==> src/hw/qsf_pkg.sv <==
// Purpose: shared constants and types of the quad serial flash interface
// Assumes: 100 MHz system clock
// Notes:   link clock divider reload is set here from the system clock period
`default_nettype none
package qsf_pkg;
	localparam int CLK_PERIOD_NS = 10;
	// least half period of the serial clock
	localparam int SCK_HALF_NS = 40;
	localparam int SCK_HALF_CYC =
		(SCK_HALF_NS + CLK_PERIOD_NS - 1) / CLK_PERIOD_NS;
	localparam logic [3:0] DIV_RELOAD = 4'(SCK_HALF_CYC - 1);
	localparam int FIFO_DEPTH = 16;
	localparam int BYTE_W = 8;
	localparam int MEM_AW = 24;
	localparam logic [15:0] MEM_FETCH_LEN = 16'h0004;
	localparam logic [1:0] LANES_1 = 2'h0;
	localparam logic [1:0] LANES_2 = 2'h1;
	localparam logic [1:0] LANES_4 = 2'h2;
	localparam logic [3:0] OE_OFF = 4'hF;
	localparam logic [3:0] BYTE_BITS = 4'h8;
	typedef enum logic [6:0] {
		S_IDLE  = 7'h01,
		S_START = 7'h02,
		S_OPC   = 7'h04,
		S_ADDR  = 7'h08,
		S_INTER = 7'h10,
		S_DATA  = 7'h20,
		S_FIN   = 7'h40
	} state_t;
endpackage
`default_nettype wire

==> src/hw/quad_serial_flash_interface.sv <==
// Purpose: serial flash controller, single/dual/quad half-duplex link
// Assumes: command and memory ports on clock_i; io_i from the pins
// Notes:   serial clock made by a divider; memory reads fetch a word
// Operation
// - memory-region reads of any width return the addressed word.
// - the link is half duplex on one, two or four data lines.
// - frames open with the controller sending the opcode, except frames that leave the opcode out.
// - in write frames the controller drives every field.
// - in read frames the controller releases the lines for data.
// - commands come from software or from memory-region reads.
// - fields go out as opcode, address, intermediate, data.
// - address, intermediate and data fields may each be empty.
// - an implied-opcode read mode leaves out the opcode.
// - the data field is input or output as the command says.
`default_nettype none
module quad_serial_flash_interface #(
	parameter int FIFO_DEPTH = qsf_pkg::FIFO_DEPTH,
	parameter int MEM_AW     = qsf_pkg::MEM_AW
) (
	input  wire logic              clock_i,
	input  wire logic              arst_n_i,
	input  wire logic              ce_i,
	input  wire logic              cmd_valid_i,
	input  wire logic [7:0]        cmd_opcode_i,
	input  wire logic [31:0]       cmd_addr_i,
	input  wire logic [2:0]        cmd_addr_bytes_i,
	input  wire logic [7:0]        cmd_inter_i,
	input  wire logic [2:0]        cmd_inter_bytes_i,
	input  wire logic [15:0]       cmd_data_len_i,
	input  wire logic              cmd_data_out_i,
	input  wire logic [1:0]        cmd_lanes_i,
	input  wire logic              cmd_no_opcode_i,
	output logic                   cmd_ready_o,
	input  wire logic              wr_valid_i,
	input  wire logic [7:0]        wr_data_i,
	output logic                   wr_ready_o,
	output logic                   rd_valid_o,
	output logic [7:0]             rd_data_o,
	input  wire logic              rd_ready_i,
	input  wire logic              mem_req_i,
	input  wire logic [MEM_AW-1:0] mem_addr_i,
	output logic                   mem_ready_o,
	output logic [31:0]            mem_rdata_o,
	input  wire logic [7:0]        mm_opcode_i,
	input  wire logic [2:0]        mm_addr_bytes_i,
	input  wire logic [7:0]        mm_inter_i,
	input  wire logic [2:0]        mm_inter_bytes_i,
	input  wire logic [1:0]        mm_lanes_i,
	input  wire logic              mm_implied_i,
	output logic                   sck_o,
	output logic                   cs_n_o,
	output logic [3:0]             io_o,
	output logic [3:0]             io_oe_n_o,
	input  wire logic [3:0]        io_i
);
	// ****************************************************************
	// helpers
	// ****************************************************************
	function automatic logic [3:0] lane_mask(input logic [1:0] l);
		lane_mask = (l == qsf_pkg::LANES_4) ? 4'hF :
			(l == qsf_pkg::LANES_2) ? 4'h3 : 4'h1;
	endfunction

	function automatic logic [3:0] lane_bits(input logic [1:0] l);
		lane_bits = (l == qsf_pkg::LANES_4) ? 4'h4 :
			(l == qsf_pkg::LANES_2) ? 4'h2 : 4'h1;
	endfunction

	function automatic logic [3:0] top_bits(input logic [7:0] b,
		input logic [1:0] l);
		top_bits = (l == qsf_pkg::LANES_4) ? b[7:4] :
			(l == qsf_pkg::LANES_2) ? {2'h0, b[7:6]} : {3'h0, b[7]};
	endfunction

	// skip empty fields
	// next non-empty field after s, or the frame end
	function automatic qsf_pkg::state_t after(input qsf_pkg::state_t s,
		input logic [2:0] ab, input logic [2:0] ib, input logic [15:0] dl);
		logic early;
		early = (s == qsf_pkg::S_IDLE) || (s == qsf_pkg::S_OPC);
		if (early && ab != 3'h0) begin
			after = qsf_pkg::S_ADDR;
		end else if ((early || s == qsf_pkg::S_ADDR) && ib != 3'h0) begin
			after = qsf_pkg::S_INTER;
		end else if (s != qsf_pkg::S_DATA && dl != 16'h0) begin
			after = qsf_pkg::S_DATA;
		end else begin
			after = qsf_pkg::S_FIN;
		end
	endfunction

	// ****************************************************************
	// state
	// ****************************************************************
	qsf_pkg::state_t st_r;
	logic [3:0]  div_r, bit_r, io_r, oe_n_r, io_s1_r, io_s2_r;
	logic [7:0]  sh_r, opc_r, inter_r, rd_data_r;
	logic [15:0] cnt_r, dlen_r;
	logic [31:0] addr_r, mdata_r;
	logic [2:0]  ab_r, ib_r;
	logic [1:0]  lanes_r;
	logic        sck_r, cs_n_r, out_r, noop_r, mem_r, armed_r;
	logic        rd_valid_r, mem_ready_r, cmd_ready_r;
	logic        f_valid;
	logic [7:0]  f_data;

	// ****************************************************************
	// decode
	// ****************************************************************
	wire take_cmd = (st_r == qsf_pkg::S_IDLE) & cmd_valid_i & cmd_ready_r;
	// software commands win; a finished fetch blocks one cycle of re-take
	wire take_mem = (st_r == qsf_pkg::S_IDLE) & mem_req_i & ~mem_ready_r
		& ~(cmd_valid_i & cmd_ready_r);
	wire take = take_cmd | take_mem;
	wire [2:0] sel_ab = take_mem ? mm_addr_bytes_i : cmd_addr_bytes_i;
	wire [31:0] sel_addr = take_mem ?
		{{(32-MEM_AW){1'b0}}, mem_addr_i[MEM_AW-1:2], 2'h0} : cmd_addr_i;
	wire [2:0] pad_bytes = 3'h4 - sel_ab;
	wire active = (st_r == qsf_pkg::S_OPC) | (st_r == qsf_pkg::S_ADDR)
		| (st_r == qsf_pkg::S_INTER) | (st_r == qsf_pkg::S_DATA);
	wire tick = (div_r == 4'h0);
	wire [3:0] w = lane_bits(lanes_r);
	wire [3:0] bit_sum = bit_r + w;
	wire in_field = (st_r == qsf_pkg::S_DATA) & ~out_r;
	wire rise = active & tick & ~sck_r;
	wire fall_try = active & tick & sck_r;
	wire byte_end = fall_try & (bit_sum == qsf_pkg::BYTE_BITS);
	wire is_start = (st_r == qsf_pkg::S_START);
	wire new_field = is_start | (byte_end & (cnt_r == 16'h1));
	wire qsf_pkg::state_t start_st = noop_r ?
		after(qsf_pkg::S_IDLE, ab_r, ib_r, dlen_r) : qsf_pkg::S_OPC;
	wire qsf_pkg::state_t ld_st = is_start ? start_st :
		new_field ? after(st_r, ab_r, ib_r, dlen_r) : st_r;
	wire ld = is_start | byte_end;
	wire need_wr = ld & (ld_st == qsf_pkg::S_DATA) & out_r;
	wire in_done = byte_end & in_field;
	// clock is held high while write data is missing or read data unread
	wire stall = (need_wr & ~f_valid) | (in_done & ~mem_r & rd_valid_r);
	wire go = ~stall;
	wire fall = fall_try & go;
	wire ld_go = ld & go;
	wire rel = ((ld_st == qsf_pkg::S_DATA) & ~out_r)
		| (ld_st == qsf_pkg::S_FIN);
	wire [15:0] cnt_ld = ~new_field ? cnt_r - 16'h1 :
		(ld_st == qsf_pkg::S_OPC) ? 16'h1 :
		(ld_st == qsf_pkg::S_ADDR) ? {13'h0, ab_r} :
		(ld_st == qsf_pkg::S_INTER) ? {13'h0, ib_r} : dlen_r;
	wire [7:0] ld_byte = (ld_st == qsf_pkg::S_OPC) ? opc_r :
		(ld_st == qsf_pkg::S_ADDR) ? addr_r[31:24] :
		(ld_st == qsf_pkg::S_INTER) ? inter_r :
		((ld_st == qsf_pkg::S_DATA) & out_r) ? f_data : 8'h00;
	wire [7:0] sh_out = sh_r << w;
	wire [7:0] sh_in = (lanes_r == qsf_pkg::LANES_4) ? {sh_r[3:0], io_s2_r} :
		(lanes_r == qsf_pkg::LANES_2) ? {sh_r[5:0], io_s2_r[1:0]} :
		{sh_r[6:0], io_s2_r[1]};

	assign cmd_ready_o = cmd_ready_r;
	assign rd_valid_o  = rd_valid_r;
	assign rd_data_o   = rd_data_r;
	assign mem_ready_o = mem_ready_r;
	assign mem_rdata_o = mdata_r;
	assign sck_o       = sck_r;
	assign cs_n_o      = cs_n_r;
	assign io_o        = io_r;
	assign io_oe_n_o   = oe_n_r;

	// ****************************************************************
	// write buffer
	// ****************************************************************
	// write data
	qsf_fifo #(.WIDTH(qsf_pkg::BYTE_W), .DEPTH(FIFO_DEPTH)) u_fifo (
		.clock_i     (clock_i),
		.arst_n_i    (arst_n_i),
		.ce_i        (ce_i),
		.in_valid_i  (wr_valid_i),
		.in_data_i   (wr_data_i),
		.in_ready_o  (wr_ready_o),
		.out_valid_o (f_valid),
		.out_data_o  (f_data),
		.out_ready_i (need_wr & go)
	);

	// ****************************************************************
	// frame setup
	// ****************************************************************
	always_ff @(posedge clock_i or negedge arst_n_i) begin
		if (!arst_n_i) begin
			{opc_r, inter_r, ab_r, ib_r, lanes_r} <= '0;
			{dlen_r, out_r, noop_r, mem_r} <= '0;
		end else if (ce_i && take) begin
			opc_r   <= take_mem ? mm_opcode_i : cmd_opcode_i;
			inter_r <= take_mem ? mm_inter_i : cmd_inter_i;
			ab_r    <= sel_ab;
			ib_r    <= take_mem ? mm_inter_bytes_i : cmd_inter_bytes_i;
			lanes_r <= take_mem ? mm_lanes_i : cmd_lanes_i;
			dlen_r  <= take_mem ? qsf_pkg::MEM_FETCH_LEN : cmd_data_len_i;
			out_r   <= take_cmd & cmd_data_out_i;
			noop_r  <= take_mem ? (mm_implied_i & armed_r) : cmd_no_opcode_i;
			mem_r   <= take_mem;
		end
	end

	// ****************************************************************
	// sequencer and serial clock
	// ****************************************************************
	always_ff @(posedge clock_i or negedge arst_n_i) begin
		if (!arst_n_i) begin
			st_r  <= qsf_pkg::S_IDLE;
			div_r <= qsf_pkg::DIV_RELOAD;
			sck_r <= 1'b0;
			bit_r <= 4'h0;
			cnt_r <= 16'h0;
		end else if (ce_i) begin
			if (take) begin
				st_r <= qsf_pkg::S_START;
			end else if (ld_go) begin
				st_r <= ld_st;
			end else if (st_r == qsf_pkg::S_FIN && tick) begin
				st_r <= qsf_pkg::S_IDLE;
			end
			if (is_start || (tick && go)) begin
				div_r <= qsf_pkg::DIV_RELOAD;
			end else if (!tick) begin
				div_r <= div_r - 4'h1;
			end
			if (rise) begin
				sck_r <= 1'b1;
			end else if (fall) begin
				sck_r <= 1'b0;
			end
			if (is_start || fall) begin
				bit_r <= (is_start || byte_end) ? 4'h0 : bit_sum;
			end
			if (ld_go) begin
				cnt_r <= cnt_ld;
			end
		end
	end

	// ****************************************************************
	// shifter and pins
	// ****************************************************************
	always_ff @(posedge clock_i or negedge arst_n_i) begin
		if (!arst_n_i) begin
			sh_r    <= 8'h00;
			addr_r  <= 32'h0;
			io_r    <= 4'h0;
			oe_n_r  <= qsf_pkg::OE_OFF;
			cs_n_r  <= 1'b1;
			io_s1_r <= 4'h0;
			io_s2_r <= 4'h0;
		end else if (ce_i) begin
			io_s1_r <= io_i;
			io_s2_r <= io_s1_r;
			if (take) begin
				addr_r <= sel_addr << {pad_bytes, 3'h0};
			end else if (ld_go && ld_st == qsf_pkg::S_ADDR) begin
				addr_r <= addr_r << 8;
			end
			if (ld_go) begin
				sh_r <= ld_byte;
				io_r <= top_bits(ld_byte, lanes_r);
				oe_n_r <= rel ? qsf_pkg::OE_OFF : ~lane_mask(lanes_r);
				cs_n_r <= (ld_st == qsf_pkg::S_FIN);
			end else if (rise && in_field) begin
				sh_r <= sh_in;
			end else if (fall && !in_field) begin
				sh_r <= sh_out;
				io_r <= top_bits(sh_out, lanes_r);
			end
		end
	end

	// ****************************************************************
	// returned data
	// ****************************************************************
	always_ff @(posedge clock_i or negedge arst_n_i) begin
		if (!arst_n_i) begin
			{rd_valid_r, rd_data_r, mdata_r, mem_ready_r, armed_r} <= '0;
			cmd_ready_r <= 1'b1;
		end else if (ce_i) begin
			if (in_done && go && !mem_r) begin
				rd_valid_r <= 1'b1;
				rd_data_r  <= sh_r;
			end else if (rd_ready_i) begin
				rd_valid_r <= 1'b0;
			end
			if (in_done && mem_r) begin
				mdata_r <= {sh_r, mdata_r[31:8]};
			end
			mem_ready_r <= (st_r == qsf_pkg::S_FIN) & tick & mem_r;
			if (take) begin
				cmd_ready_r <= 1'b0;
			end else if (st_r == qsf_pkg::S_FIN && tick) begin
				cmd_ready_r <= 1'b1;
			end
			if (take_cmd) begin
				armed_r <= 1'b0;
			end else if (st_r == qsf_pkg::S_FIN && tick && mem_r) begin
				armed_r <= mm_implied_i;
			end
		end
	end

	// ****************************************************************
	// checks
	// ****************************************************************
	property p_cs_frame;
		@(posedge clock_i) disable iff (!arst_n_i)
		active |-> !cs_n_o;
	endproperty
	a_cs_frame: assert property (p_cs_frame)
		else $error("cs high in frame");

	property p_width;
		@(posedge clock_i) disable iff (!arst_n_i)
		active |-> (io_oe_n_o == qsf_pkg::OE_OFF
			|| io_oe_n_o == ~lane_mask(lanes_r));
	endproperty
	a_width: assert property (p_width)
		else $error("bad lane enables");

	property p_open;
		@(posedge clock_i) disable iff (!arst_n_i)
		$fell(cs_n_o) |-> (st_r == qsf_pkg::S_OPC || noop_r);
	endproperty
	a_open: assert property (p_open)
		else $error("frame without opcode");

	property p_wr_drive;
		@(posedge clock_i) disable iff (!arst_n_i)
		(st_r == qsf_pkg::S_DATA && out_r) |-> io_oe_n_o != qsf_pkg::OE_OFF;
	endproperty
	a_wr_drive: assert property (p_wr_drive)
		else $error("write released");

	property p_release;
		@(posedge clock_i) disable iff (!arst_n_i)
		in_field |-> io_oe_n_o == qsf_pkg::OE_OFF;
	endproperty
	a_release: assert property (p_release)
		else $error("read data driven");

	property p_order;
		@(posedge clock_i) disable iff (!arst_n_i)
		(st_r == qsf_pkg::S_ADDR && $past(st_r) != qsf_pkg::S_ADDR)
			|-> $past(st_r) inside {qsf_pkg::S_OPC, qsf_pkg::S_START};
	endproperty
	a_order: assert property (p_order)
		else $error("address out of order");

	property p_skip;
		@(posedge clock_i) disable iff (!arst_n_i)
		(st_r == qsf_pkg::S_INTER) |-> ib_r != 3'h0;
	endproperty
	a_skip: assert property (p_skip)
		else $error("empty field sent");

	property p_implied;
		@(posedge clock_i) disable iff (!arst_n_i)
		(is_start && mem_r) |-> noop_r == $past(armed_r & mm_implied_i);
	endproperty
	a_implied: assert property (p_implied)
		else $error("implied mode wrong");

	property p_word;
		@(posedge clock_i) disable iff (!arst_n_i)
		(is_start && mem_r) |-> (dlen_r == qsf_pkg::MEM_FETCH_LEN && !out_r);
	endproperty
	a_word: assert property (p_word)
		else $error("fetch not a word read");
endmodule // quad_serial_flash_interface
`default_nettype wire

==> src/hw/qsf_fifo.sv <==
// Purpose: write data buffer between the user and the serial engine
// Assumes: both sides on clock_i
// Notes:   in_ready_o comes straight from a flop
`default_nettype none
module qsf_fifo #(
	parameter int WIDTH = 8,
	parameter int DEPTH = 16
) (
	input  wire logic             clock_i,
	input  wire logic             arst_n_i,
	input  wire logic             ce_i,
	input  wire logic             in_valid_i,
	input  wire logic [WIDTH-1:0] in_data_i,
	output logic                  in_ready_o,
	output logic                  out_valid_o,
	output logic      [WIDTH-1:0] out_data_o,
	input  wire logic             out_ready_i
);
	localparam int AW = $clog2(DEPTH);
	logic [WIDTH-1:0] mem_r [DEPTH];
	logic [AW-1:0]    wp_r;
	logic [AW-1:0]    rp_r;
	logic [AW:0]      cnt_r;
	logic [AW:0]      cnt_nxt;
	logic             nfull_r;
	wire              push = ce_i & in_valid_i & nfull_r;
	wire              pop = ce_i & out_ready_i & out_valid_o;

	assign out_valid_o = (cnt_r != '0);
	assign out_data_o  = mem_r[rp_r];
	assign in_ready_o  = nfull_r;
	assign cnt_nxt     = cnt_r + (AW+1)'(push) - (AW+1)'(pop);

	always_ff @(posedge clock_i) begin
		if (push) begin
			mem_r[wp_r] <= in_data_i;
		end
	end

	always_ff @(posedge clock_i or negedge arst_n_i) begin
		if (!arst_n_i) begin
			wp_r    <= '0;
			rp_r    <= '0;
			cnt_r   <= '0;
			nfull_r <= 1'b1;
		end else if (ce_i) begin
			if (push) begin
				wp_r <= (wp_r == AW'(DEPTH-1)) ? '0 : wp_r + 1'b1;
			end
			if (pop) begin
				rp_r <= (rp_r == AW'(DEPTH-1)) ? '0 : rp_r + 1'b1;
			end
			cnt_r   <= cnt_nxt;
			nfull_r <= (cnt_nxt != (AW+1)'(DEPTH));
		end
	end
endmodule // qsf_fifo
`default_nettype wire

==> config.mk <==
export PLATFORM = sky130hd
export DESIGN_NAME = quad_serial_flash_interface
export DESIGN_NICKNAME = d
export VERILOG_FILES = /design/src/hw/qsf_pkg.sv /design/src/hw/quad_serial_flash_interface.sv /design/src/hw/qsf_fifo.sv
export SDC_FILE = /design/constraint.sdc
export NUM_CORES = 1
export LEC_CHECK = 0
export BUFFER_PORTS_ARGS = -buffer_cell sky130_fd_sc_hd__buf_2
export CORE_MARGIN = 3
export CORE_UTILIZATION = 40
export CTS_CLUSTER_SIZE = 40
export DETAILED_ROUTE_END_ITERATION = 8
export SLEW_MARGIN = 20
export SYNTH_ARGS = -nofsm -noshare
export SYNTH_HDL_FRONTEND = slang
export SYNTH_HIERARCHICAL = 1
export SYNTH_SLANG_ARGS = --single-unit
==> constraint.sdc <==
create_clock -name clock_i -period 15.4 [get_ports clock_i]
set_input_delay 2.31 -clock clock_i [delete_from_list [all_inputs] [get_ports clock_i]]
set_output_delay 2.31 -clock clock_i [all_outputs]
set_load 0.03 [all_outputs]
# Word-level counts from Yosys, hierarchy flattened
# Memories as Yosys holds them, arrays and structs flattened.
# Index checks and enable logic that the tools add are counted.
# Widths: inputs -> output; s select.
[word_totals]
reg_bits = 190
ramBits = 128
output_inout_bits = 54
n_memories = 1
[op_classes]
add_sub_neg = 8
n_eq_ne = 22
n_shift = 2
n_mux = 62
bitwise_logic = 47
n_reduce_logical = 48
[mem_list]
columns = ["name", "depth", "width", "rd", "rd_ports_with_merged_regs", "write_ports", "line", "rtl"]
rows = [
  ["u_fifo.mem_r", 16, 8, 1, 0, 1, "qsf_fifo.sv:20", "logic [WIDTH-1:0] mem_r [DEPTH];"],
]
[ops]
columns = ["cell", "count"]
rows = [
  ["$mux 32", 3],
  ["$mux 8", 11],
  ["$mux 7", 12],
  ["$mux 16", 5],
  ["$mux 4", 12],
  ["$shl 32x6->32", 1],
  ["$and 1x1->1", 31],
  ["$reduce_and 2->1", 14],
  ["$eq 16x1->1 const B", 1],
  ["$reduce_bool 16->1", 1],
  ["$sub 16x1->16 const B", 1],
  ["$eq 7x3->1 const B", 2],
  ["$eq 7x4->1 const B", 2],
  ["$eq 7x5->1 const B", 2],
  ["$eq 7x6->1 const B", 2],
  ["$eq 7x7->1 const B", 2],
  ["$logic_and 1x1->1", 13],
  ["$eq 4x4->1 const B", 3],
  ["$reduce_bool 2->1", 6],
  ["$reduce_bool 3->1", 4],
  ["$mux 1", 11],
  ["$mux 2", 5],
  ["$mux 3", 3],
  ["$add 4x1->4 const B", 2],
  ["22 further kinds", 40],
]

# Longest topological paths before layout
[depth]
word_depth = 22
mapped_depth = 27
mapped_depth_nobuf = 23

# Modules after synthesis
# Netlist, hierarchy kept.
[by_module_without_submodules]
columns = ["mod", "n_inst", "cells_per_inst", "area_each_um2"]
rows = [
  ["quad_serial_flash_interface", 1, 1143, 10304.9],
  ["qsf_fifo", 1, 310, 6007.0],
]

# Worst setup path before layout
# No wires, ideal clock.
[synth_path]
kind = "flip-flop to flip-flop"
start = "register lanes_r[1]"
end = "register u_fifo.cnt_r[4]"
setup_ps = 123
t_arrival_ps = 5082
required_time_ps = 15277
path_slack_ps = 10194
path_stages_with_launch = 28
n_path_buf = 4
path_cell_list = "dfrtp_1 -> inv_1 -> ha_1 -> clkbuf_1 -> clkbuf_1 -> xor2_1 -> ha_1 -> a21oi_1 -> xnor2_1 -> nor4_4 -> and3_1 -> buf_4 -> nand3_2 -> a2111o_1 -> o21a_1 -> and2_1 -> and3_4 -> buf_6 -> ha_1 -> inv_1 -> ha_1 -> inv_1 -> fa_1 -> nand2b_1 -> a21oi_1 -> xnor2_1 -> nand2_1 -> xnor2_1"
[synth_via]
elab_chain_cells = 20
elab_cells_between_ends = 25
cone_classes = "add/sub (2); eq/ne (4); mux (4); bitwise (15)"
[synth_rtl]
columns = ["element", "line", "rtl"]
rows = [
  ["start, declared", "quad_serial_flash_interface.sv:101", "logic [1:0] lanes_r;"],
  ["start signal, assigned", "quad_serial_flash_interface.sv:195", "lanes_r <= take_mem ? mm_lanes_i : cmd_lanes_i;"],
  ["$eq 2x1->1", "quad_serial_flash_interface.sv:66", "(l == qsf_pkg::LANES_2) ? 4'h2 : 4'h1;"],
  ["$mux 2", "quad_serial_flash_interface.sv:66", ""],
  ["$mux 3 *", "quad_serial_flash_interface.sv:65", "lane_bits = (l == qsf_pkg::LANES_4) ? 4'h4 :"],
  ["$add 4x3->4 *", "quad_serial_flash_interface.sv:123", "wire [3:0] bit_sum = bit_r + w;"],
  ["$eq 4x4->1 *", "quad_serial_flash_interface.sv:127", "wire byte_end = fall_try & (bit_sum == qsf_pkg::BYTE_BITS);"],
  ["$and 1x1->1 *", "quad_serial_flash_interface.sv:127", ""],
  ["$and 1x1->1", "quad_serial_flash_interface.sv:129", "wire new_field = is_start | (byte_end & (cnt_r == 16'h1));"],
  ["$or 1x1->1", "quad_serial_flash_interface.sv:129", ""],
  ["[... 2 more ...]", "-", ""],
  ["$eq 7x6->1", "quad_serial_flash_interface.sv:135", "wire need_wr = ld & (ld_st == qsf_pkg::S_DATA) & out_r;"],
  ["$and 1x1->1 (2 in a row)", "quad_serial_flash_interface.sv:135", ""],
  ["$and 1x1->1", "quad_serial_flash_interface.sv:138", "wire stall = (need_wr & ~f_valid) | (in_done & ~mem_r & rd_valid_r);"],
  ["$or 1x1->1", "quad_serial_flash_interface.sv:138", ""],
  ["$not 1->1", "quad_serial_flash_interface.sv:139", "wire go = ~stall;"],
  ["$and 1x1->1 *", "quad_serial_flash_interface.sv:180", ".out_ready_i (need_wr & go)"],
  ["$and 1x1->1 * (2 in a row)", "qsf_fifo.sv:27", "wire pop = ce_i & out_ready_i & out_valid_o;"],
  ["$sub 5x1->5 *", "qsf_fifo.sv:32", "assign cnt_nxt = cnt_r + (AW+1)'(push) - (AW+1)'(pop);"],
  ["end signal, assigned", "qsf_fifo.sv:53", "cnt_r <= cnt_nxt;"],
  ["end, declared", "qsf_fifo.sv:23", "logic [AW:0] cnt_r;"],
]
# Mark *: on every way between the ends. The rest lies on a longest branch, timed or not.
# A chain may end at the register's enable or synchronous reset.

# Final worst setup path
[layout_path]
start = "register lanes_r[0]"
end = "register u_fifo.nfull_r (netlist: u_fifo/in_ready_o)"
[layout_via]
elab_chain_cells = 21
elab_cells_between_ends = 26
cone_classes = "add/sub (2); eq/ne (5); mux (4); bitwise (15)"
[layout_rtl]
columns = ["element", "line", "rtl"]
rows = [
  ["$eq 2x1->1", "quad_serial_flash_interface.sv:66", ""],
  ["$mux 2", "quad_serial_flash_interface.sv:66", ""],
  ["$mux 3 *", "quad_serial_flash_interface.sv:65", ""],
  ["$add 4x3->4 *", "quad_serial_flash_interface.sv:123", ""],
  ["$eq 4x4->1 *", "quad_serial_flash_interface.sv:127", ""],
  ["$and 1x1->1 *", "quad_serial_flash_interface.sv:127", ""],
  ["$and 1x1->1", "quad_serial_flash_interface.sv:129", ""],
  ["$or 1x1->1", "quad_serial_flash_interface.sv:129", ""],
  ["[... 3 more ...]", "-", ""],
  ["$and 1x1->1 (2 in a row)", "quad_serial_flash_interface.sv:135", ""],
  ["$and 1x1->1", "quad_serial_flash_interface.sv:138", ""],
  ["$or 1x1->1", "quad_serial_flash_interface.sv:138", ""],
  ["$not 1->1", "quad_serial_flash_interface.sv:139", ""],
  ["$and 1x1->1 *", "quad_serial_flash_interface.sv:180", ""],
  ["$and 1x1->1 * (2 in a row)", "qsf_fifo.sv:27", ""],
  ["$sub 5x1->5 *", "qsf_fifo.sv:32", ""],
  ["$ne 5x5->1 *", "qsf_fifo.sv:54", "nfull_r <= (cnt_nxt != (AW+1)'(DEPTH));"],
  ["end signal, assigned", "qsf_fifo.sv:54", ""],
  ["end, declared", "qsf_fifo.sv:25", "logic nfull_r;"],
]
# Marks and branches as above.

==> flow_metrics.py <==
metrics = {
    "place": {
        "gp_congestion": 0.9053,
        "hpwlAfterDp_um": 29610,
        "place_ws_ns": 9.311,
        "dp.cells": 2092,
        "place_area_um2": 17580,
        "numPortBuffers": 193,
    },
    "routing": {
        "vias": 12108,
        "drt_iter0_drc": 994,
        "firstDrtPassIters": 5,
        "wirelength_um": 42490,
        "ant_nets": 0,
        "drc": 0,
        "drt-vias-per-instance": 5.611,
        "wl_per_cell_um": 19.69,
    },
    "synthesis": {
        "synth_cell_types": 89,
        "synth.cell_area_um2": 16310,
        "ys.flop_type": "dfrtp_1",
        "async_flop_share": 0.5962,
        "syn_inst": 1453,
        "avgSynthCellArea_um2": 11.23,
        "syn_nets": 1617,
        "synth-edff-count": 128,
        "seq_area_frac_synth": 0.5263,
        "yosys_register_bits": 317,
        "synth_warnings": 6,
    },
    "timing": {
        "timing.fmax_mhz": 166.2,
        "fin_crit_sh": 0.3908,
        "setup_viol": 0,
        "slew_headroom": 0.3938,
        "final.setup_skew_ns": 0.02700,
        "final-max-slew-violation-count": 0,
        "fin_ws_ns": 9.382,
        "tightest_slew_ns": 0.9046,
        "finalCriticalPeriod_ns": 6.018,
        "grt_setup_unrepaired": "no",
        "hold_viol_final": 0,
        "finalSetupTns_ns": 0,
        "whs_ns": 0.4822,
    },
    "power": {
        "switchingPower_mw": 0.5524,
        "p_leak_nw": 7.885,
        "internal-power_mw": 1.576,
        "ir_worst_vdd_v": 0.00008607,
        "switching_share": 0.2596,
        "seq_power_share": 0.460,
        "p_per_area_nw_per_um2": 113.1,
        "power.total_mw": 2.128,
        "p_comb_frac": 0.128,
        "p_clk_frac": 0.412,
    },
    "clock_network": {
        "cts_tree": "yes",
        "hold_buffers": 0,
        "insertion_delay_ns": 0.56,
        "post_cts_buffers": 0,
        "clk_path_buf_depth": 3,
        "path_clk_slew_ns": 0.06,
        "clock-root-buffer": "clkbuf_16",
        "h-tree-depth": 2,
        "cts_resized": 0,
        "numCtsBuffers": 36,
        "clkSinkCount": 317,
    },
    "worst_setup_path": {
        "r2r_slack_ns": 9.38,
        "worstSetupPathType": "register to register",
        "cp.arrival_ns": 6.49,
        "crit_path_end_kind": "register",
        "reg2reg_depth": 23,
        "rr_endpoint": "u_fifo/in_ready_o$_DFFE_PN1P_",
        "reg2reg_from": "lanes_r[0]$_DFFE_PN0P_",
        "worstSetupStartpointType": "register",
        "crit_required_ns": 15.87,
        "cp_max_fo": 15,
    },
    "finish": {
        "fillers": 3717,
        "antenna_cells": 0,
        "post-route-util": 0.4704,
        "finalNonFillerCells": 2158,
        "layout.nets": 1769,
        "synthToLayoutAreaGrowth_pct": 15.36,
        "design_area_um2": 18820,
        "drive_above_1_share": 0.2364,
    },
    "status": {
        "status": "complete, no violations",
    },
    "die": {
        "fp.dieH_um": 207.9,
        "row_count": 73,
        "io_pins": 196,
        "die_w_um": 207.9,
        "core_um2": 40010,
        "fp.dieArea_um2": 43240,
        "initial_utilization": 0.4077,
    },
    "grt": {
        "grt_max_degree": 82,
        "grt_pass1_vias": 12030,
        "grt_pass1_wl_um": 67590,
        "grt_overflow_total": 0,
        "antenna_found_initial": 0,
        "track_usage": 0.1944,
    },
    "worst_hold_path": {
        "min-delay-start": "addr_r[5]$_DFFE_PN0P_",
        "worstHoldPathCells": 2,
        "min_to": "addr_r[5]$_DFFE_PN0P_",
        "min_path_type": "register to register",
    },
    "job": {
        "maxCapViolCount": 0,
    },
}
layer usage:
| layer | GRT usage | vias up | wire length, um |
|---|---|---|---|
| li1 | - | 5728 | - |
| met1 | 0.2666 | 6032 | 18640 |
| met2 | 0.3231 | 289 | 20780 |
| met3 | 0.02714 | 59 | 2082 |
| met4 | 0.05906 | 0 | 992 |
| met5 | 0 | - | 0 |
synthesized netlist by cell type (all sizes together), types with 4 or more instances:
library cell / number / share of area
mux2i: 52 / 0.032
ha: 21 / 0.016
a211oi: 44 / 0.021
inv: 26 / 0.0060
nor2b: 28 / 0.011
a21oi: 116 / 0.037
buf: 34 / 0.015
mux4: 36 / 0.053
nand2b: 5 / 0.0019
nand2: 146 / 0.034
nand3: 25 / 0.0086
xnor2: 7 / 0.0038
and2: 25 / 0.0096
nor2: 131 / 0.030
nand3b: 4 / 0.0018
nand4: 4 / 0.0015
dfrtp: 180 / 0.28
a31oi: 32 / 0.012
clkbuf: 64 / 0.018
or3: 6 / 0.0023
o211ai: 7 / 0.0038
nor3: 26 / 0.0093
dfstp: 9 / 0.014
a22oi: 12 / 0.0058
edfxtp: 128 / 0.24
a21boi: 8 / 0.0037
o21ai: 93 / 0.029
a21o: 6 / 0.0028
o31ai: 8 / 0.0037
mux2: 61 / 0.044
o22ai: 5 / 0.0019
nor4: 13 / 0.0063
xor2: 5 / 0.0027
nor4b: 4 / 0.0021
a22o: 6 / 0.0032
a32o: 6 / 0.0037
a221oi: 12 / 0.0064
and3: 12 / 0.0049
o21a: 6 / 0.0028
sequential cells by signal, summed over array words and instances (netlist names), 4 cells and up:
name          count
rd_data_o         8
dlen_r           16
u_fifo/wp_r       4
addr_r           32
u_fifo/mem_r    128
cnt_r            16
u_fifo/rp_r       4
sh_r              8
opc_r             8
io_s2_r           4
div_r             4
inter_r           8
bit_r             4
io_s1_r           4
mem_rdata_o      32
u_fifo/cnt_r      5
io_o              4
st_r              7
layout by cell type (no fill, tap or decap), types with 12 or more instances in the layout:
cell type	n
a211oi_1	42
a21oi_1	114
a221oi_1	12
a31oi_1	32
and2_1	25
buf_2	192
buf_4	19
clkbuf_16	36
dfrtp_1	179
edfxtp_1	128
ha_1	21
inv_1	26
mux2_2	54
mux2i_1	52
mux4_1	16
mux4_2	20
nand2_1	145
nand3_1	22
nor2_1	130
nor2b_1	28
nor3_1	22
o21ai_0	76
o21ai_1	14
critical path, cell delays in order, from the launching register on:
cell and delay (ns):
dfrtp_1 0.43, inv_1 0.09, ha_1 0.71, ha_1 0.33
ha_1 0.17, a21oi_1 0.05, xnor2_1 0.20, nor4_4 0.29
nand3_2 0.33, a211oi_2 0.43, o211ai_2 0.23, nor3_2 0.51
and2_1 0.23, and3_4 0.23, ha_1 0.24, inv_1 0.05
ha_1 0.15, inv_1 0.06, fa_1 0.40, nand2b_1 0.17
a21oi_1 0.16, xnor2_1 0.18, xor2_1 0.11, a31oi_1 0.19
cell families (layout without fill, tap and decap cells):
logic type,Yosys count,in the layout,share of synthesized area
DFF,317,317,0.5263
and+or+nand+nor,443,443,0.1305
AOI/OAI and AO/OA,386,386,0.1518
xor gates and xnor gates,12,12,0.006443
buffers and inverters,124,304,0.03866
adders and majority gates,22,22,0.01734
muxes,149,149,0.1290
how the worst max path moves through the flow:
stage,from,end
after global routing,lanes_r[0]$_DFFE_PN0P_,u_fifo/in_ready_o$_DFFE_PN1P_
after detailed placement,cmd_valid_i,addr_r[6]$_DFFE_PN0P_
after floorplan,lanes_r[1]$_DFFE_PN0P_,u_fifo/cnt_r[4]$_DFFE_PN0P_
after global placement,cmd_valid_i,addr_r[5]$_DFFE_PN0P_
after CTS,lanes_r[0]$_DFFE_PN0P_,u_fifo/in_ready_o$_DFFE_PN1P_
final,lanes_r[0]$_DFFE_PN0P_,u_fifo/in_ready_o$_DFFE_PN1P_
layout make-up:
| class | instances | area [um^2] | share of cell area |
|---|---|---|---|
| inverters | 26 | 97.59 | 0.005186 |
| clock inverters | 17 | 242.7 | 0.01290 |
| flip-flops and latches | 317 | 8586 | 0.4563 |
| clock buffers | 49 | 989.7 | 0.05259 |
| repair buffers | 212 | 1117 | 0.05938 |
| multi-input cells | 1012 | 7128 | 0.3788 |
| well taps | 525 | 656.9 | 0.03491 |
power groups by stage:
stage	sequential, mW	clock (mW)	combinational (mW)
6_report	0.979	0.876	0.273
5_1_grt	0.986	0.932	0.310
4_1_cts	0.979	0.902	0.276
3_5_place_dp	0.996	0	0.274
3_3_place_gp	0.993	0	0.267
2_1_floorplan	0.978	0	0.193
Note: power is estimated with default switching activity, not from simulation.
